**config.mk**
```make
export PLATFORM = sky130hd
export DESIGN_NAME = dhp_host_port
export DESIGN_NICKNAME = d
export VERILOG_FILES = /design/src/rtl/dhp_pkg.sv /design/src/rtl/dhp_host_port.sv /design/src/rtl/dhp_sync.sv
export SDC_FILE = /design/constraint.sdc
export NUM_CORES = 1
export LEC_CHECK = 0
export BUFFER_PORTS_ARGS = -buffer_cell sky130_fd_sc_hd__clkbuf_2
export CAP_MARGIN = 15
export CORE_MARGIN = 1.5
export CORE_UTILIZATION = 25
export DETAILED_ROUTE_END_ITERATION = 8
export RECOVER_POWER = 100
export SYNTH_ARGS = -nofsm -noshare
export SYNTH_HDL_FRONTEND = slang
export SYNTH_SLANG_ARGS = --single-unit
```
**constraint.sdc**
```tcl
create_clock -name clk -period 3.6 [get_ports clk]
set_clock_uncertainty 0.05 [all_clocks]
set_input_delay 0 -clock clk [delete_from_list [all_inputs] [get_ports clk]]
set_output_delay 0 -clock clk [all_outputs]
set_load 0.005 [all_outputs]
```
**src/rtl/dhp_pkg.sv**
```systemverilog
package dhp_pkg;
	// ----------------------------------------
	// bus styles and register selection
	// ----------------------------------------
	localparam logic STYLE_STROBE = 1'h1;
	localparam logic STYLE_DIR = 1'h0;
	localparam int ADDR_W = 3;
	localparam int DATA_W = 8;
	localparam int NUM_REGS = 8;
	// ----------------------------------------
	// fixed register indices and bits
	// ----------------------------------------
	localparam logic [2:0] IDX_INT_ENABLE = 3'h1;
	localparam logic [2:0] IDX_MODEM_CTRL = 3'h4;
	localparam logic [2:0] IDX_MODEM_STATUS = 3'h6;
	localparam logic [2:0] IDX_FEATURE = 3'h2;
	localparam int CTRL_DTR_BIT = 0;
	localparam int CTRL_RTS_BIT = 1;
	localparam int CTRL_INT_EN_BIT = 3;
	localparam int STATUS_CTS_BIT = 4;
	localparam int STATUS_DSR_BIT = 5;
	localparam int INTEN_RTS_BIT = 6;
	localparam int INTEN_CTS_BIT = 7;
	localparam int FEAT_RTS_BIT = 6;
	localparam int FEAT_CTS_BIT = 7;
	localparam logic [7:0] REG_RESET = 8'h00;
	// ----------------------------------------
	// timing
	// ----------------------------------------
	localparam int CLK_PERIOD_NS = 100;
	localparam int RESET_MIN_NS = 40;
	localparam int RESET_MIN_CYC =
		(RESET_MIN_NS + CLK_PERIOD_NS - 1) / CLK_PERIOD_NS < 1 ? 1 :
		(RESET_MIN_NS + CLK_PERIOD_NS - 1) / CLK_PERIOD_NS;
	typedef enum logic [1:0] {
		ST_IDLE = 2'b00,
		ST_READ = 2'b01,
		ST_WRITE = 2'b10
	} dhp_state_t;
endpackage

```
**src/rtl/dhp_host_port.sv**
```systemverilog
// Notes on behaviour
// RQ1: style pin high selects strobe style; low selects direction style.
// RQ2: strobe style read: falling read strobe drives addressed register.
// RQ3: direction style ignores the read strobe pin completely.
// RQ4: strobe style write: low write strobe, rising edge loads data.
// RQ5: direction style: write strobe pin high reads, low writes.
// RQ6: chip select low enables the device for a transaction.
// RQ7: strobe style interrupt active high, driven only when control bit 3 set.
// RQ8: direction style interrupt is open-drain, active low, only pulls low.
// RQ9: host keeps control bit 3 clear and pulls interrupt line up.
// RQ10: transmit output idles at mark level during reset and idle.
// RQ11: software sets RTS before relying on automatic RTS flow control.
// RQ12: CTS reported in status bit 4, enables at bit 7, pulled low.
// RQ13: DSR usable as general input, DTR as general output.
// RQ14: three select lines choose one of eight registers.
// RQ15: reset high in strobe style, low in direction style, clears all.
// RQ16: chip select inactive: strobes ignored, data bus not driven.
module dhp_host_port
	import dhp_pkg::*;
(
	input wire logic clk,
	input wire logic rst,
	input wire logic bus_style,
	input wire logic reset_pin,
	input wire logic chip_select_n,
	input wire logic read_strobe_n,
	input wire logic write_strobe_n,
	input wire logic [dhp_pkg::ADDR_W-1:0] register_select_lines,
	input wire logic [dhp_pkg::DATA_W-1:0] data_in,
	output logic [dhp_pkg::DATA_W-1:0] data_out,
	output logic data_oe,
	input wire logic irq_request,
	output logic irq_out,
	output logic irq_oe,
	input wire logic tx_busy,
	input wire logic tx_bit,
	output logic tx_out,
	input wire logic cts_in,
	input wire logic dsr_in,
	output logic rts_out,
	output logic dtr_out,
	output logic auto_rts_en,
	output logic auto_cts_en
);
	import dhp_pkg::*;

	// ----------------------------------------
	// input synchronisers
	// ----------------------------------------
	localparam int NSYNC = 8 + ADDR_W + DATA_W;
	logic [NSYNC-1:0] sync_q;
	logic s_style;
	logic s_reset;
	logic s_cs_n;
	logic s_rd_n;
	logic s_wr_n;
	logic s_cts;
	logic s_dsr;
	logic s_busy;
	logic [ADDR_W-1:0] s_addr;
	logic [DATA_W-1:0] s_data;

	// one wide synchroniser keeps every pin except irq_request and tx_bit on the same two-cycle delay
	dhp_sync #(.W(NSYNC)) u_sync (
		.clk(clk),
		.rst(rst),
		.d({
			bus_style,
			reset_pin,
			chip_select_n,
			read_strobe_n,
			write_strobe_n,
			cts_in,
			dsr_in,
			tx_busy,
			register_select_lines,
			data_in
		}),
		.q(sync_q)
	);
	assign {
		s_style,
		s_reset,
		s_cs_n,
		s_rd_n,
		s_wr_n,
		s_cts,
		s_dsr,
		s_busy,
		s_addr,
		s_data
	} = sync_q;

	// ----------------------------------------
	// reset pin polarity
	// ----------------------------------------
	logic pin_reset;
	logic soft_rst;
	assign pin_reset = (s_style == STYLE_STROBE) ? s_reset : !s_reset; // see RQ15
	// any cycle of an active pin clears the block; 40 ns is below one cycle
	assign soft_rst = rst || pin_reset; // see RQ15

	// ----------------------------------------
	// strobe decode
	// ----------------------------------------
	logic rd_active, wr_active;
	logic prev_rd, prev_wr;
	always_comb begin
		rd_active = 1'b0;
		wr_active = 1'b0;
		if (!s_cs_n) begin // see RQ6, RQ16
			if (s_style == STYLE_STROBE) begin // see RQ1
				rd_active = !s_rd_n; // see RQ2
				wr_active = !s_wr_n; // see RQ4
			end else begin
				// read strobe pin unused here, see RQ3
				rd_active = s_wr_n; // see RQ5
				wr_active = !s_wr_n; // see RQ5
			end
		end
	end

	always_ff @(posedge clk) begin
		if (soft_rst) begin
			prev_rd <= 1'b0;
			prev_wr <= 1'b0;
		end else begin
			prev_rd <= rd_active;
			prev_wr <= wr_active;
		end
	end

	// ----------------------------------------
	// strobe edges
	// ----------------------------------------
	logic rd_start;
	logic wr_start;
	assign rd_start = rd_active && !prev_rd;
	assign wr_start = wr_active && !prev_wr;

	// ----------------------------------------
	// transaction state
	// ----------------------------------------
	dhp_state_t state;
	dhp_state_t next_state;
	logic [ADDR_W-1:0] cap_addr;
	logic [DATA_W-1:0] cap_data;
	logic write_commit;

	always_comb begin
		next_state = state;
		write_commit = 1'b0;
		case (state)
			ST_IDLE: begin
				if (rd_start) begin
					next_state = ST_READ; // see RQ2
				end else if (wr_start) begin
					next_state = ST_WRITE; // see RQ4
				end
			end
			ST_READ: begin
				if (!rd_active) begin
					next_state = ST_IDLE;
				end
			end
			ST_WRITE: begin
				if (!wr_active) begin
					// direction style commits when the cycle ends
					write_commit = 1'b1; // see RQ4, RQ5
					next_state = ST_IDLE;
				end
			end
			default: begin
				next_state = ST_IDLE;
			end
		endcase
	end

	always_ff @(posedge clk) begin
		if (soft_rst) begin
			state <= ST_IDLE;
		end else begin
			state <= next_state;
		end
	end

	// data sampled while strobe held, so rising edge sees settled bus
	always_ff @(posedge clk) begin
		if (soft_rst) begin
			cap_addr <= '0;
			cap_data <= REG_RESET;
		end else if (rd_active || wr_active) begin
			cap_addr <= s_addr; // see RQ14
			cap_data <= s_data;
		end
	end

	// ----------------------------------------
	// register file
	// ----------------------------------------
	logic [DATA_W-1:0] regs [NUM_REGS];
	genvar gi;
	generate
		for (gi = 0; gi < NUM_REGS; gi++) begin : g_reg
			always_ff @(posedge clk) begin
				if (soft_rst) begin
					regs[gi] <= REG_RESET; // see RQ15
				end else if (write_commit && cap_addr == ADDR_W'(gi)) begin
					regs[gi] <= cap_data; // see RQ4, RQ14
				end
			end
		end
	endgenerate

	// live status view; the status slot shows the CTS and DSR pins in bits 4 and 5, stored bits elsewhere
	logic [DATA_W-1:0] status_view;
	always_comb begin
		status_view = regs[IDX_MODEM_STATUS];
		status_view[STATUS_CTS_BIT] = s_cts; // see RQ12
		status_view[STATUS_DSR_BIT] = s_dsr; // see RQ13
	end

	// read mux; writes to the status slot stay stored and are shown except in bits 4 and 5
	logic [DATA_W-1:0] read_byte;
	always_comb begin
		if (s_addr == IDX_MODEM_STATUS) begin
			read_byte = status_view; // see RQ12
		end else begin
			read_byte = regs[s_addr]; // see RQ14
		end
	end

	// ----------------------------------------
	// data bus drive
	// ----------------------------------------
	// enable follows the cycle; the byte stays after it for slow hosts
	always_ff @(posedge clk) begin
		if (soft_rst) begin
			data_oe <= 1'b0;
		end else if (next_state == ST_READ) begin
			data_oe <= 1'b1; // see RQ2
		end else begin
			data_oe <= 1'b0; // see RQ16
		end
	end

	always_ff @(posedge clk) begin
		if (soft_rst) begin
			data_out <= REG_RESET;
		end else if (next_state == ST_READ) begin
			data_out <= read_byte; // see RQ2, RQ14
		end
	end

	// ----------------------------------------
	// interrupt pin
	// ----------------------------------------
	always_ff @(posedge clk) begin
		if (soft_rst) begin
			irq_out <= 1'b0;
			irq_oe <= 1'b0;
		end else if (s_style == STYLE_STROBE) begin
			irq_out <= irq_request; // see RQ7
			irq_oe <= regs[IDX_MODEM_CTRL][CTRL_INT_EN_BIT]; // see RQ7
		end else begin
			// open drain: output level fixed low, enable only on request
			irq_out <= 1'b0; // see RQ8
			irq_oe <= irq_request; // see RQ8
		end
	end

	// ----------------------------------------
	// modem pins
	// ----------------------------------------
	// mark is logic high here; the line driver inverts it
	always_ff @(posedge clk) begin
		if (soft_rst) begin
			tx_out <= 1'b1; // see RQ10
		end else begin
			tx_out <= s_busy ? tx_bit : 1'b1; // see RQ10
		end
	end

	// handshake outputs are plain control bits, usable as general outputs
	always_ff @(posedge clk) begin
		if (soft_rst) begin
			rts_out <= 1'b0;
			dtr_out <= 1'b0;
		end else begin
			rts_out <= regs[IDX_MODEM_CTRL][CTRL_RTS_BIT]; // see RQ11
			dtr_out <= regs[IDX_MODEM_CTRL][CTRL_DTR_BIT]; // see RQ13
		end
	end

	// both enables must be set; neither alone switches flow control on
	always_ff @(posedge clk) begin
		if (soft_rst) begin
			auto_rts_en <= 1'b0;
			auto_cts_en <= 1'b0;
		end else begin
			auto_rts_en <= regs[IDX_FEATURE][FEAT_RTS_BIT] &&
				regs[IDX_INT_ENABLE][INTEN_RTS_BIT]; // see RQ11
			auto_cts_en <= regs[IDX_FEATURE][FEAT_CTS_BIT] &&
				regs[IDX_INT_ENABLE][INTEN_CTS_BIT]; // see RQ12
		end
	end
endmodule

```
**src/rtl/dhp_sync.sv**
```systemverilog
module dhp_sync #(
	parameter int W = 1
) (
	input wire logic clk,
	input wire logic rst,
	input wire logic [W-1:0] d,
	output logic [W-1:0] q
);
	logic [W-1:0] stage1;
	// stage1 is read only by q, to keep metastability contained
	always_ff @(posedge clk) begin
		if (rst) begin
			stage1 <= '0;
			q <= '0;
		end else begin
			stage1 <= d;
			q <= stage1;
		end
	end
endmodule

```
# == After elaboration in Yosys (flattened, before gate mapping) ==
# Memory sizes are Yosys's and may differ from the RTL's. A register that Yosys moved wholly into a read port is not among the register bits.
# Index checks and enable logic that the tools add are counted.
# totals
word_cells,110
memories,1
regBits,69
ramBits,64
input_bits,23
output_inout_bits,16
# op_classes
n_mux,49
bitwise_logic,10
eq_ne,11
reduce_logical,23
# mem_list
memory,words,word_bits,read_ports,rd_ports_with_merged_regs,write_ports,line_no,source
regs,8,8,5,1,8,dhp_host_port.sv:201,logic [DATA_W-1:0] regs [NUM_REGS];
# op_table
cell,n
$mux 8,9
$mux 1,34
$eq 3x3->1 const B,5
$logic_and 1x1->1,12
$mux 2,4
$or 1x1->1,8
$eq 3x2->1 const B,2
$pmux 2 s3,1
$logic_not 1->1,5
$eq 2x1->1 const B,2
$reduce_or 2->1,2
$eq 3x1->1 const B,1
$logic_not 3->1,1
$mux 3,1
$eq 2x2->1 const B,1
$logic_not 2->1,1
$logic_or 1x1->1,2
$not 1->1,2

# == Logic depth before layout (Yosys ltp) ==
# Gate-level depths: netlist of the first run.
# depth
ltp_word,9
mapped_depth,6
mapped_depth_nobuf,4

# == By module ==
# Synthesis of the first run repeated with hierarchy kept, for this count alone.
# hier_totals
cells_unflattened,377
hier_area_um2,5320.1
# modules_own_cells
module,cells_per_inst,seq_area_each_um2,area_each_um2,instances
dhp_host_port,297,2482.4,4107.7,1
dhp_sync,80,760.7,1212.4,1

# == Worst setup path before layout of the first run ==
# Ideal clock, no wire load.
# synth_timing
kind,reg-to-reg
start,register u_sync.q[16]
end,"memory regs[4][0], enable pin"
required_time_ns,3.163
arrival_time_ns,1.759
period_less_slack_ns,2.195
setup_time_ns,0.387
path_stages_with_launch,5
path_buffers,1
setup_slack_ns,1.405
path_cell_list,dfxtp_1 nor2_2 or4b_4 buf_6 o31ai_1
# synth_lines
item,line_no,source
"start, declared",dhp_sync.sv:7,output logic [W-1:0] q
"start signal, assigned",dhp_sync.sv:17,q <= stage1;
"end, declared",dhp_host_port.sv:201,

==> reports/results.tsv, run 1 <==
stage	metric	value	unit
critical_path	critical path arrival	2.87	ns
critical_path	cell chain of the critical path	xor2_1, nand2b_1, nor4_1, and2_1	
timing	final setup violation count	0	
critical_path	Worst R2R Setup Slack	0.97	ns
clock_network	CTS tree	yes	
clock_network	clock latency on the worst-skew pair	0.43	ns
global_routing	GR peak layer	met2	
cells_and_area	share of cells above drive strength 1	16.0	%
floorplanning	initial core utilization	25.4	%
logic_synthesis	Gate Count Post-Synth	408	
critical_path	Slowest-stage cell, CP	nor4_1	
flow_run	Max Cap Violations	1	
placement	port bufs	38	
logic_synthesis	Seq cells post-synth	131	
timing	final worst path period share	73.2	%
routing	DRT antenna net count	0	
global_routing	total gr overflow	0	
power_and_ir_drop	Pwr Total	3.53	mW
timing	Slew @ Worst Pin	1.53	ns
global_routing	global-route wire length before repair	16800	um
floorplanning	# rows	52	
placement	GPL Wtd Cong	0.794	
floorplanning	number of I/O pins	39	
global_routing	largest net degree at the start of global routing	41	
clock_network	Root Driver	clkbuf_16	
power_and_ir_drop	leakage	2.30	nW
logic_synthesis	Synth Cell Area	5130	um2
timing	final hold viol count	0	
global_routing	number of global-route vias before repair	3017	
logic_synthesis	Top FF cell, synth	dfxtp_1	
logic_synthesis	Synth area leaders	edfxtp_1 36%, dfxtp_1 27%, and2_1 8.1%	
global_routing	GRT met3 Usage	2.75	%
outcome	failing checks	max-capacitance violations, max-slew violations	
power_and_ir_drop	NetSw	762	uW
power_and_ir_drop	Max VDD drop	0.000377	V
cells_and_area	fin area	6280	um2
routing	wire length per cell	14.3	um
power_and_ir_drop	sw frac	21.6	%
timing	Relative slew margins	-1.99	%
cells_and_area	nets	492	
logic_synthesis	post-synth top area cell	edfxtp_1	
placement	hpwl dp	7300	um
global_routing	All-Layer GR Usage	10.6	%
cells_and_area	antenna cells	0	
floorplanning	core area	20200	um2
routing	first-iteration detailed-routing DRC count	191	
logic_synthesis	YS warnings	0	
critical_path	Reg-to-Reg Start	u_sync.q[18]	
min_path	hold_sp	tx_bit	
critical_path	CP top delay family	simple AND/OR/NAND/NOR gates	
logic_synthesis	mean area per synthesized cell	12.6	um2
critical_path	endpoint class of the critical path	register	
logic_synthesis	top-count cell post-synth	dfxtp_1	
power_and_ir_drop	power share of the sequential group	46.7	%
power_and_ir_drop	Clock power frac	49.5	%
logic_synthesis	Post-synth EDFFs	62	
global_routing	initial antenna violation count	0	
clock_network	Clk pin slew, worst setup/hold paths	0.06	ns
clock_network	Num CTS Buffers	17	
clock_network	CTS Sinks	131	
placement	post-place setup slack	1.15	ns
routing	Vias	3180	
timing	setup slack after layout	0.965	ns
timing	Pins Over Slew Limit	41	
logic_synthesis	Post-Syn Nets	431	
logic_synthesis	top cell type's share of synthesized area	36.3	%
cells_and_area	fin cells	752	
logic_synthesis	post-synthesis sequential area ratio	63.3	%
floorplanning	die area	21400	um2
critical_path	CP Launch Type	register	
global_routing	GR Layer Usage met2	15.8	%
routing	routed vias/inst	4.23	
min_path	HP Class	in -> reg	
logic_synthesis	FFs w/ async S/R, synth	0	%
critical_path	Worst Setup SP	u_sync.q[18]	
clock_network	H-Tree Depth	4	
cells_and_area	Area Growth Syn to Fin	22.5	%
timing	Sum Neg Setup Slack	0	ns
timing	minimum clock period	2.63	ns
critical_path	max incr delay on CP	1.10	ns
critical_path	critical path class	reg -> reg	
clock_network	cts repair resizes	0	
floorplanning	overall die width	146	um
clock_network	largest buffer count on any clock path	2	
global_routing	GRT met1 Usage	14.1	%
logic_synthesis	synth cell count leaders	69 x dfxtp_1, 66 x and2_1, 62 x edfxtp_1, 43 x nor2b_1, 30 x nand2_1	
cells_and_area	Filler cells	2068	
routing	final wirelength	10800	um
power_and_ir_drop	internal power	2.77	mW
logic_synthesis	Netlist cell types	36	
placement	placed insts	699	
critical_path	Worst Path Required	3.84	ns
placement	DP Area	5590	um2
timing	Fmax	380	MHz
routing	# DRC	0	
critical_path	crit path buf inv count	0	
critical_path	critical path fanouts, max	14	
power_and_ir_drop	pwr dens	562	nW/um2
routing	DRT Pass-1 Iters	7	
power_and_ir_drop	Comb pwr share	3.8	%
floorplanning	Die H	146	um
timing	RSZ-0062 raised after global routing	no	
outcome	status	finished, violations left	
cell usage in the layout (no fill, tap or decap), types with 3 or more instances in the layout:
cell type and instances:
and2_1 11, and3_1 3, edfxtp_1 62, o22a_1 5, a31oi_1 6, dlygate4sd3_1 21, nand2_1 30, mux4_2 6
mux2i_1 14, nor3_1 6, nor2b_1 43, nor2_1 4, o21ai_0 14, clkbuf_1 15, dfxtp_1 69, mux2_2 5
nand2b_1 5, clkbuf_2 29, a21oi_1 19, o211ai_1 5, clkbuf_16 18, clkinv_4 3, inv_6 4, and2_0 55
nor3b_1 5
worst min-delay path: stages:
cell and delay, ns:
dlygate4sd3_1 0.52, clkbuf_2 0.10, nand3b_1 0.09
cells by family after synthesis:
group | count (synthesis) | synth area share [%]
compound gates | 55 | 6.49
xor+xnor | 1 | 0.171
buf+inv | 26 | 2.37
flops | 131 | 63.3
mux | 25 | 6.47
simple gates | 170 | 21.3
final timing paths:
check	end	cells past startpoint
setup / recovery	regs[0][2]	4
setup reg to reg	regs[0][2]	4
hold / removal	tx_out	3
hold reg to reg	tx_out	1
cell type report:
| class | instances | area [um2] | area share (%) |
|---|---|---|---|
| clock inverter | 13 | 144 | 2.29 |
| tap | 270 | 338 | 5.38 |
| clock buffer | 19 | 464 | 7.39 |
| sequential | 131 | 3240 | 51.6 |
| inverter | 2 | 7.51 | 0.120 |
| timing repair buffer | 66 | 419 | 6.67 |
| multi-input combinational | 251 | 1670 | 26.5 |
stage by stage:
stage / util, % / hold WS [ns]
after global placement: 27.7 / 0.145
final: 31.1 / 0.260
after floorplan: - / 0.0559
after global routing: 31.1 / 0.271
after CTS: 31.8 / 0.208
after detailed placement: 27.7 / 0.153
power by group through the flow:
stage	Clock (mW)	Sequential, mW	Combinational, mW
3_5_place_dp	0	1.68	0.124
3_3_place_gp	0	1.68	0.121
4_1_cts	1.77	1.65	0.142
6_report	1.75	1.65	0.133
2_1_floorplan	0	1.66	0.0936
5_1_grt	1.83	1.65	0.149
repair_timing:
action,4_1_cts,5_1_grt
endpoints found under the hold margin,22,0
setup buffers,0,0
hold buffers,21,0
flip-flops by register name, indices dropped and copies added, names as in the netlist:
name / count
u_sync.stage1: 19
irq_out: 1
state: 2
irq_oe: 1
prev_rd: 1
cap_addr: 3
data_out: 8
regs: 62
prev_wr: 1
auto_rts_en: 1
auto_cts_en: 1
u_sync.q: 19
tx_out: 1
cap_data: 8
dtr_out: 1
rts_out: 1
data_oe: 1
routing by layer:
layer  vias to the layer above  wire length, um
met2                       103             4840
li1                       1545                -
met1                      1517             5020
met3                        15              687
met4                         0              221
met5                         -                0
Power figures use the tool's default switching activity.
==> run 2, diff against run 1 <==
- ABC_AREA: unset -> 1
- clock period: 3.6 -> 2.2 ns (I/O delays scaled with it)
==> run 2 against run 1 <==
The flow now finishes without violations. Via count rose by 15%. Sequential share of layout area fell by 0.88 points. Synthesized area rose by 2.8%. Flip-flop and latch count did not move. Combinational power rose by 110%. Cell count rose by 21%. Design area rose by 1.7%. Non-clock buffer count did not move.
==> reports/results.tsv, run 2 <==
stage	metric	value	unit
floorplanning	Die H	148	um
cells_and_area	Regs by FF count	regs: 62 flops, u_sync.q: 19 flops, u_sync.stage1: 19 flops	
clock_network	Setup Buffers After CTS	0	
critical_path	critical path class	reg -> reg	
floorplanning	core area	20400	um2
logic_synthesis	Synth Cell Area	5270	um2
cells_and_area	share of cells above drive strength 1	12.5	%
power_and_ir_drop	Pwr Total	5.89	mW
cells_and_area	Largest register FFs	62	
critical_path	critical path arrival	2.02	ns
global_routing	GR peak layer	met2	
global_routing	GRT met3 Usage	3.16	%
logic_synthesis	mean area per synthesized cell	9.36	um2
clock_network	CTS Sinks	131	
placement	hpwl dp	7540	um
routing	final wirelength	11400	um
min_path	hold path cells	3	
clock_network	Root Driver	clkbuf_16	
clock_network	Num CTS Buffers	17	
critical_path	Reg-to-Reg Start	u_sync.q[18]	
cells_and_area	most frequent cells in the layout	141 x nor2_1, 107 x nand2_1, 69 x dfxtp_1	
global_routing	GRT met1 Usage	14.8	%
clock_network	H-Tree Depth	4	
power_and_ir_drop	leakage	2.56	nW
critical_path	Worst R2R Setup Slack	0.44	ns
min_path	HP Class	in -> reg	
placement	GPL Wtd Cong	0.775	
clock_network	cts repair resizes	0	
timing	RSZ-0062 raised after global routing	no	
critical_path	worst setup path endpoint	state[0]	
routing	DRT antenna net count	0	
logic_synthesis	Top FF cell, synth	dfxtp_1	
timing	final worst path period share	79.8	%
logic_synthesis	Netlist cell types	30	
cells_and_area	fin cells	911	
floorplanning	initial core utilization	25.8	%
global_routing	initial antenna violation count	0	
routing	first-iteration detailed-routing DRC count	215	
logic_synthesis	post-synthesis sequential area ratio	61.5	%
logic_synthesis	synth cell count leaders	140 x nor2_1, 107 x nand2_1, 69 x dfxtp_1, 63 x inv_1, 62 x edfxtp_1	
timing	Sum Neg Setup Slack	0	ns
timing	setup slack after layout	0.444	ns
routing	DRT Pass-1 Iters	4	
logic_synthesis	post-synth top area cell	edfxtp_1	
cells_and_area	Filler cells	2159	
global_routing	global-route wire length before repair	18200	um
cells_and_area	nets	651	
floorplanning	number of I/O pins	39	
cells_and_area	Reg with most FFs	regs	
outcome	status	finished clean	
flow_run	Max Cap Violations	0	
global_routing	total gr overflow	0	
critical_path	endpoint class of the critical path	register	
timing	Relative slew margins	56.2	%
cells_and_area	leading cell type in the layout, fill and taps excluded	nor2_1	
clock_network	largest buffer count on any clock path	2	
logic_synthesis	YS warnings	0	
cells_and_area	post-layout util	31.3	%
global_routing	GR Layer Usage met2	16.4	%
power_and_ir_drop	Max VDD drop	0.000567	V
logic_synthesis	Seq cells post-synth	131	
global_routing	number of global-route vias before repair	3472	
logic_synthesis	Gate Count Post-Synth	563	
placement	placed insts	857	
critical_path	CP Launch Type	register	
logic_synthesis	Post-synth EDFFs	62	
timing	final setup violation count	0	
routing	wire length per cell	12.5	um
global_routing	All-Layer GR Usage	11.0	%
timing	Fmax	569	MHz
floorplanning	die area	22000	um2
critical_path	R2R depth	5	
cells_and_area	Area Growth Syn to Fin	21.2	%
logic_synthesis	top-count cell post-synth	nor2_1	
critical_path	Worst Path Required	2.47	ns
timing	final hold viol count	0	
routing	# DRC	0	
cells_and_area	antenna cells	0	
routing	routed vias/inst	4.01	
floorplanning	# rows	52	
placement	port bufs	38	
floorplanning	overall die width	148	um
clock_network	clock latency on the worst-skew pair	0.42	ns
clock_network	CTS tree	yes	
timing	Slew @ Worst Pin	0.656	ns
routing	Vias	3652	
logic_synthesis	FFs w/ async S/R, synth	0	%
clock_network	Clk pin slew, worst setup/hold paths	0.06	ns
logic_synthesis	Post-Syn Nets	586	
logic_synthesis	Synth area leaders	edfxtp_1 35%, dfxtp_1 26%, nor2_1 10%	
placement	post-place setup slack	0.455	ns
critical_path	critical path fanouts, max	28	
logic_synthesis	top cell type's share of synthesized area	35.3	%
power_and_ir_drop	pwr dens	922	nW/um2
critical_path	Worst Setup SP	u_sync.q[18]	
timing	minimum clock period	1.76	ns
timing	Pins Over Slew Limit	0	
critical_path	worst r2r dst	state[0]	
global_routing	largest net degree at the start of global routing	39	
run 2: changes by cell type after synthesis, sizes merged, moves of 6 or more:
cell    previous run  this run
a31oi              6         0
nand3              0        26
nor2b             43         0
and2              66         0
nand2             30       110
inv                2        67
nor2               5       144
mux4               6         0
mux2i             14         0
o21ai             14        30
clkinv             0         9
clkbuf            12         6
run 2: how the worst min path moves through the flow:
| stage | start | end | slack [ns] |
|---|---|---|---|
| floorplan | tx_bit | tx_out | 0.06 |
| global placement | read_strobe_n | u_sync.stage1[15] | 0.15 |
| detailed placement | register_select_lines[0] | u_sync.stage1[8] | 0.15 |
| CTS | rst | u_sync.q[18] | 0.02 |
| global route | rst | u_sync.stage1[14] | 0.06 |
| finish | rst | u_sync.q[14] | 0.03 |
run 2: where the power goes:
| part | leakage [nW] | total [mW] | switching, mW | internal, mW |
|---|---|---|---|---|
| sequential | 1.29 | 2.67 | 0.0312 | 2.63 |
| clock | 0.288 | 2.95 | 1.06 | 1.89 |
| combinational | 0.976 | 0.277 | 0.173 | 0.105 |
| total | 2.56 | 5.89 | 1.26 | 4.63 |
run 2: repair_timing:
| action | CTS | global route |
|---|---|---|
| setup endpoints to repair | 0 | 0 |
| hold endpoints to repair | 22 | 0 |
| hold buffers | 22 | 0 |
run 2: per-stage QoR:
step | cell area (um2) | hold slack [ns]
6_report | 6390 | 0.0330
5_1_grt | 6390 | 0.0601
3_5_place_dp | 5710 | 0.146
2_1_floorplan | 5270 | 0.0559
3_3_place_gp | 5710 | 0.147
4_1_cts | 6540 | 0.0238
run 2: worst max-delay path: stages, from the launching register on:
cell	delay [ns]
dfxtp_1	0.45
nor2_1	0.08
nor2_1	0.24
buf_12	0.21
inv_1	0.31
nor2_1	0.29
run 2: metal layers:
metal  part of all wire (%)  up-vias
li1                       -     1903
met1                     47     1653
met2                     46       85
met3                    5.7       11
met4                   0.95        0
met5                      0        -
run 2: final cells by class:
class / instances / area, um2 / area share (%)
clock inverter: 14 / 186 / 2.92
inverter: 76 / 288 / 4.50
timing repair buffer: 66 / 452 / 7.07
clock buffer: 18 / 429 / 6.72
sequential: 131 / 3240 / 50.8
tap: 270 / 338 / 5.29
multi-input combinational: 336 / 1450 / 22.8
run 2: cells by family (layout without fill, tap and decap cells):
family	after synthesis	in the layout	share of synthesized area (%)
AND/OR/NAND/NOR	284	284	24.0
AO/OA/AOI/OAI	52	52	6.20
flip-flops	131	131	61.5
buffers and inverters	96	174	8.28
==> run 3, diff against run 2 <==
- clock period: 2.2 -> 1.8 ns (I/O delays scaled with it)
==> run 3 against run 2 <==
Die area unchanged. Setup slack worse by 0.29 ns. Sequential share of layout area down 0.81 points. Worst hold slack worse by 0.0021 ns. Cell count up 1.3%. Non-clock buffer count up 12. First-iteration DRC count up 15%. Clock power up 12%. Fmax up 7.0%. Highest routed layer unchanged. Wire length up 0.59%. Utilization up 0.51 points. Count of clock-buffer cells in the layout up 5.
==> reports/results.tsv, run 3 (synthesis gave the netlist of run 2 again) <==
stage	metric	value	unit
timing	RSZ-0062 raised after global routing	no	
placement	hpwl dp	7720	um
critical_path	CP top delay family	simple AND/OR/NAND/NOR gates	
routing	DRT antenna net count	0	
min_path	hold path cells	3	
timing	Pins Over Slew Limit	0	
power_and_ir_drop	pwr dens	1070	nW/um2
routing	Vias	3699	
critical_path	Reg-to-Reg Start	u_sync.q[18]	
critical_path	critical path fanouts, max	16	
cells_and_area	fin area	6490	um2
floorplanning	die area	22000	um2
cells_and_area	antenna cells	0	
outcome	status	finished clean	
timing	final hold viol count	0	
routing	DRT Pass-1 Iters	5	
global_routing	All-Layer GR Usage	10.9	%
min_path	hold endpoint	u_sync.q[13]	
cells_and_area	Regs by FF count	regs: 62 flops, u_sync.q: 19 flops, u_sync.stage1: 19 flops	
timing	Slew @ Worst Pin	0.452	ns
floorplanning	# rows	52	
critical_path	endpoint class of the critical path	register	
clock_network	CTS tree	yes	
placement	GPL Wtd Cong	0.792	
clock_network	CTS Sinks	131	
flow_run	Max Cap Violations	0	
power_and_ir_drop	leakage	2.64	nW
timing	Fmax	609	MHz
clock_network	Num CTS Buffers	17	
timing	final setup violation count	0	
routing	wire length per cell	12.4	um
floorplanning	core area	20400	um2
cells_and_area	Area Growth Syn to Fin	23.2	%
routing	routed vias/inst	4.01	
critical_path	Slowest-stage cell, CP	dfxtp_1	
floorplanning	Die H	148	um
placement	port bufs	38	
clock_network	clock latency on the worst-skew pair	0.41	ns
clock_network	Clk pin slew, worst setup/hold paths	0.06	ns
min_path	hold_sp	rst	
floorplanning	number of I/O pins	39	
routing	final wirelength	11500	um
power_and_ir_drop	Max VDD drop	0.000475	V
clock_network	cts repair resizes	0	
cells_and_area	Filler cells	2162	
clock_network	largest buffer count on any clock path	2	
min_path	HP Class	in -> reg	
global_routing	GRT met1 Usage	14.6	%
global_routing	initial antenna violation count	0	
timing	setup slack after layout	0.159	ns
timing	final worst path period share	91.2	%
floorplanning	overall die width	148	um
routing	# DRC	0	
clock_network	Root Driver	clkbuf_16	
floorplanning	initial core utilization	25.8	%
critical_path	CP Launch Type	register	
global_routing	number of global-route vias before repair	3551	
power_and_ir_drop	Pwr Total	6.92	mW
clock_network	H-Tree Depth	4	
routing	first-iteration detailed-routing DRC count	247	
cells_and_area	leading cell type in the layout, fill and taps excluded	nor2_1	
global_routing	GR Layer Usage met2	17.1	%
critical_path	Worst R2R Setup Slack	0.16	ns
timing	Relative slew margins	69.7	%
critical_path	crit path buf inv count	2	
cells_and_area	nets	663	
critical_path	CP most frequent cell	nor2_1	
global_routing	global-route wire length before repair	18300	um
critical_path	Worst Path Required	2.01	ns
critical_path	worst r2r dst	regs[4][6]	
global_routing	GRT met3 Usage	3.22	%
placement	post-place setup slack	0.0696	ns
timing	minimum clock period	1.64	ns
cells_and_area	most frequent cells in the layout	141 x nor2_1, 109 x nand2_1, 69 x dfxtp_1	
cells_and_area	Largest register FFs	62	
cells_and_area	share of cells above drive strength 1	14.4	%
critical_path	max incr delay on CP	0.43	ns
critical_path	cell chain of the critical path	nor2_1, nor2_1, buf_12, clkbuf_4, nand3_1, nor2_1	
global_routing	largest net degree at the start of global routing	39	
critical_path	R2R depth	6	
global_routing	GR peak layer	met2	
critical_path	critical path arrival	1.85	ns
timing	Sum Neg Setup Slack	0	ns
placement	DP Area	5800	um2
global_routing	total gr overflow	0	
cells_and_area	Reg with most FFs	regs	
critical_path	critical path class	reg -> reg	
==> run 3: changes by cell type in the layout (fill, tap and decap cells not counted), sizes merged <==
cell	before	now
clkbuf	56	66
dlygate4sd3	22	21
bufinv	4	0
clkinv	13	14
inv	68	71
clkinvlp	5	0
buf	6	14
==> run 3: cell type report <==
cell class	count	area (um2)	area share [%]
clock buffers	23	520	8.02
clock inverters	9	63.8	0.983
inverters	76	288	4.43
multi-input cells	336	1470	22.6
flip-flops and latches	131	3240	49.9
well taps	270	338	5.20
repair buffers	78	571	8.79
==> run 3: per-layer routing <==
metal,wire length (um),up-vias
met3,538,13
met1,5530,1688
met2,5270,74
li1,-,1924
met5,0,-
met4,127,0
==> run 3: what timing repair did <==
action | 4_1_cts | 5_1_grt
buffers inserted | 0 | 4
hold buffers | 21 | 0
setup endpoints to repair | 0 | 37
endpoints found under the hold margin | 22 | 0
==> run 3: worst max-delay path by stage <==
stage / cells past startpoint / start / slack (ns) / to
6_report: 6 / u_sync.q[18] / 0.16 / regs[4][6]
5_1_grt: 7 / u_sync.q[18] / 0.03 / data_out[4]
4_1_cts: 3 / u_sync.q[18] / 0.05 / regs[3][0]
3_5_place_dp: 3 / u_sync.q[18] / 0.07 / regs[3][3]
3_3_place_gp: 3 / u_sync.q[18] / 0.07 / regs[3][0]
2_1_floorplan: 6 / u_sync.q[16] / 0.29 / regs[5][0]
==> run 3: worst register-to-register path, delay by kind of cell, from the launching register on <==
kind          cells  cell delay, ns
simple gates      4            0.71
flops             1            0.43
buf+inv           2            0.31
==> run 3: per-stage QoR <==
| step | cells | hold slack (ns) | utilization, % |
|---|---|---|---|
| CTS | 919 | 0.0310 | 32.3 |
| global placement | 866 | 0.140 | 28.4 |
| detailed placement | 866 | 0.141 | 28.4 |
| finish | 923 | 0.0310 | 31.8 |
| floorplan | 563 | 0.0559 | - |
| global route | 923 | 0.0599 | 31.8 |
==> run 3: report_power, final <==
| part | switching (mW) | total (mW) | internal [mW] | leakage (nW) |
|---|---|---|---|---|
| Sequential | 0.0406 | 3.26 | 3.22 | 1.29 |
| Clock | 1.26 | 3.30 | 2.04 | 0.295 |
| Combinational | 0.218 | 0.361 | 0.144 | 1.06 |
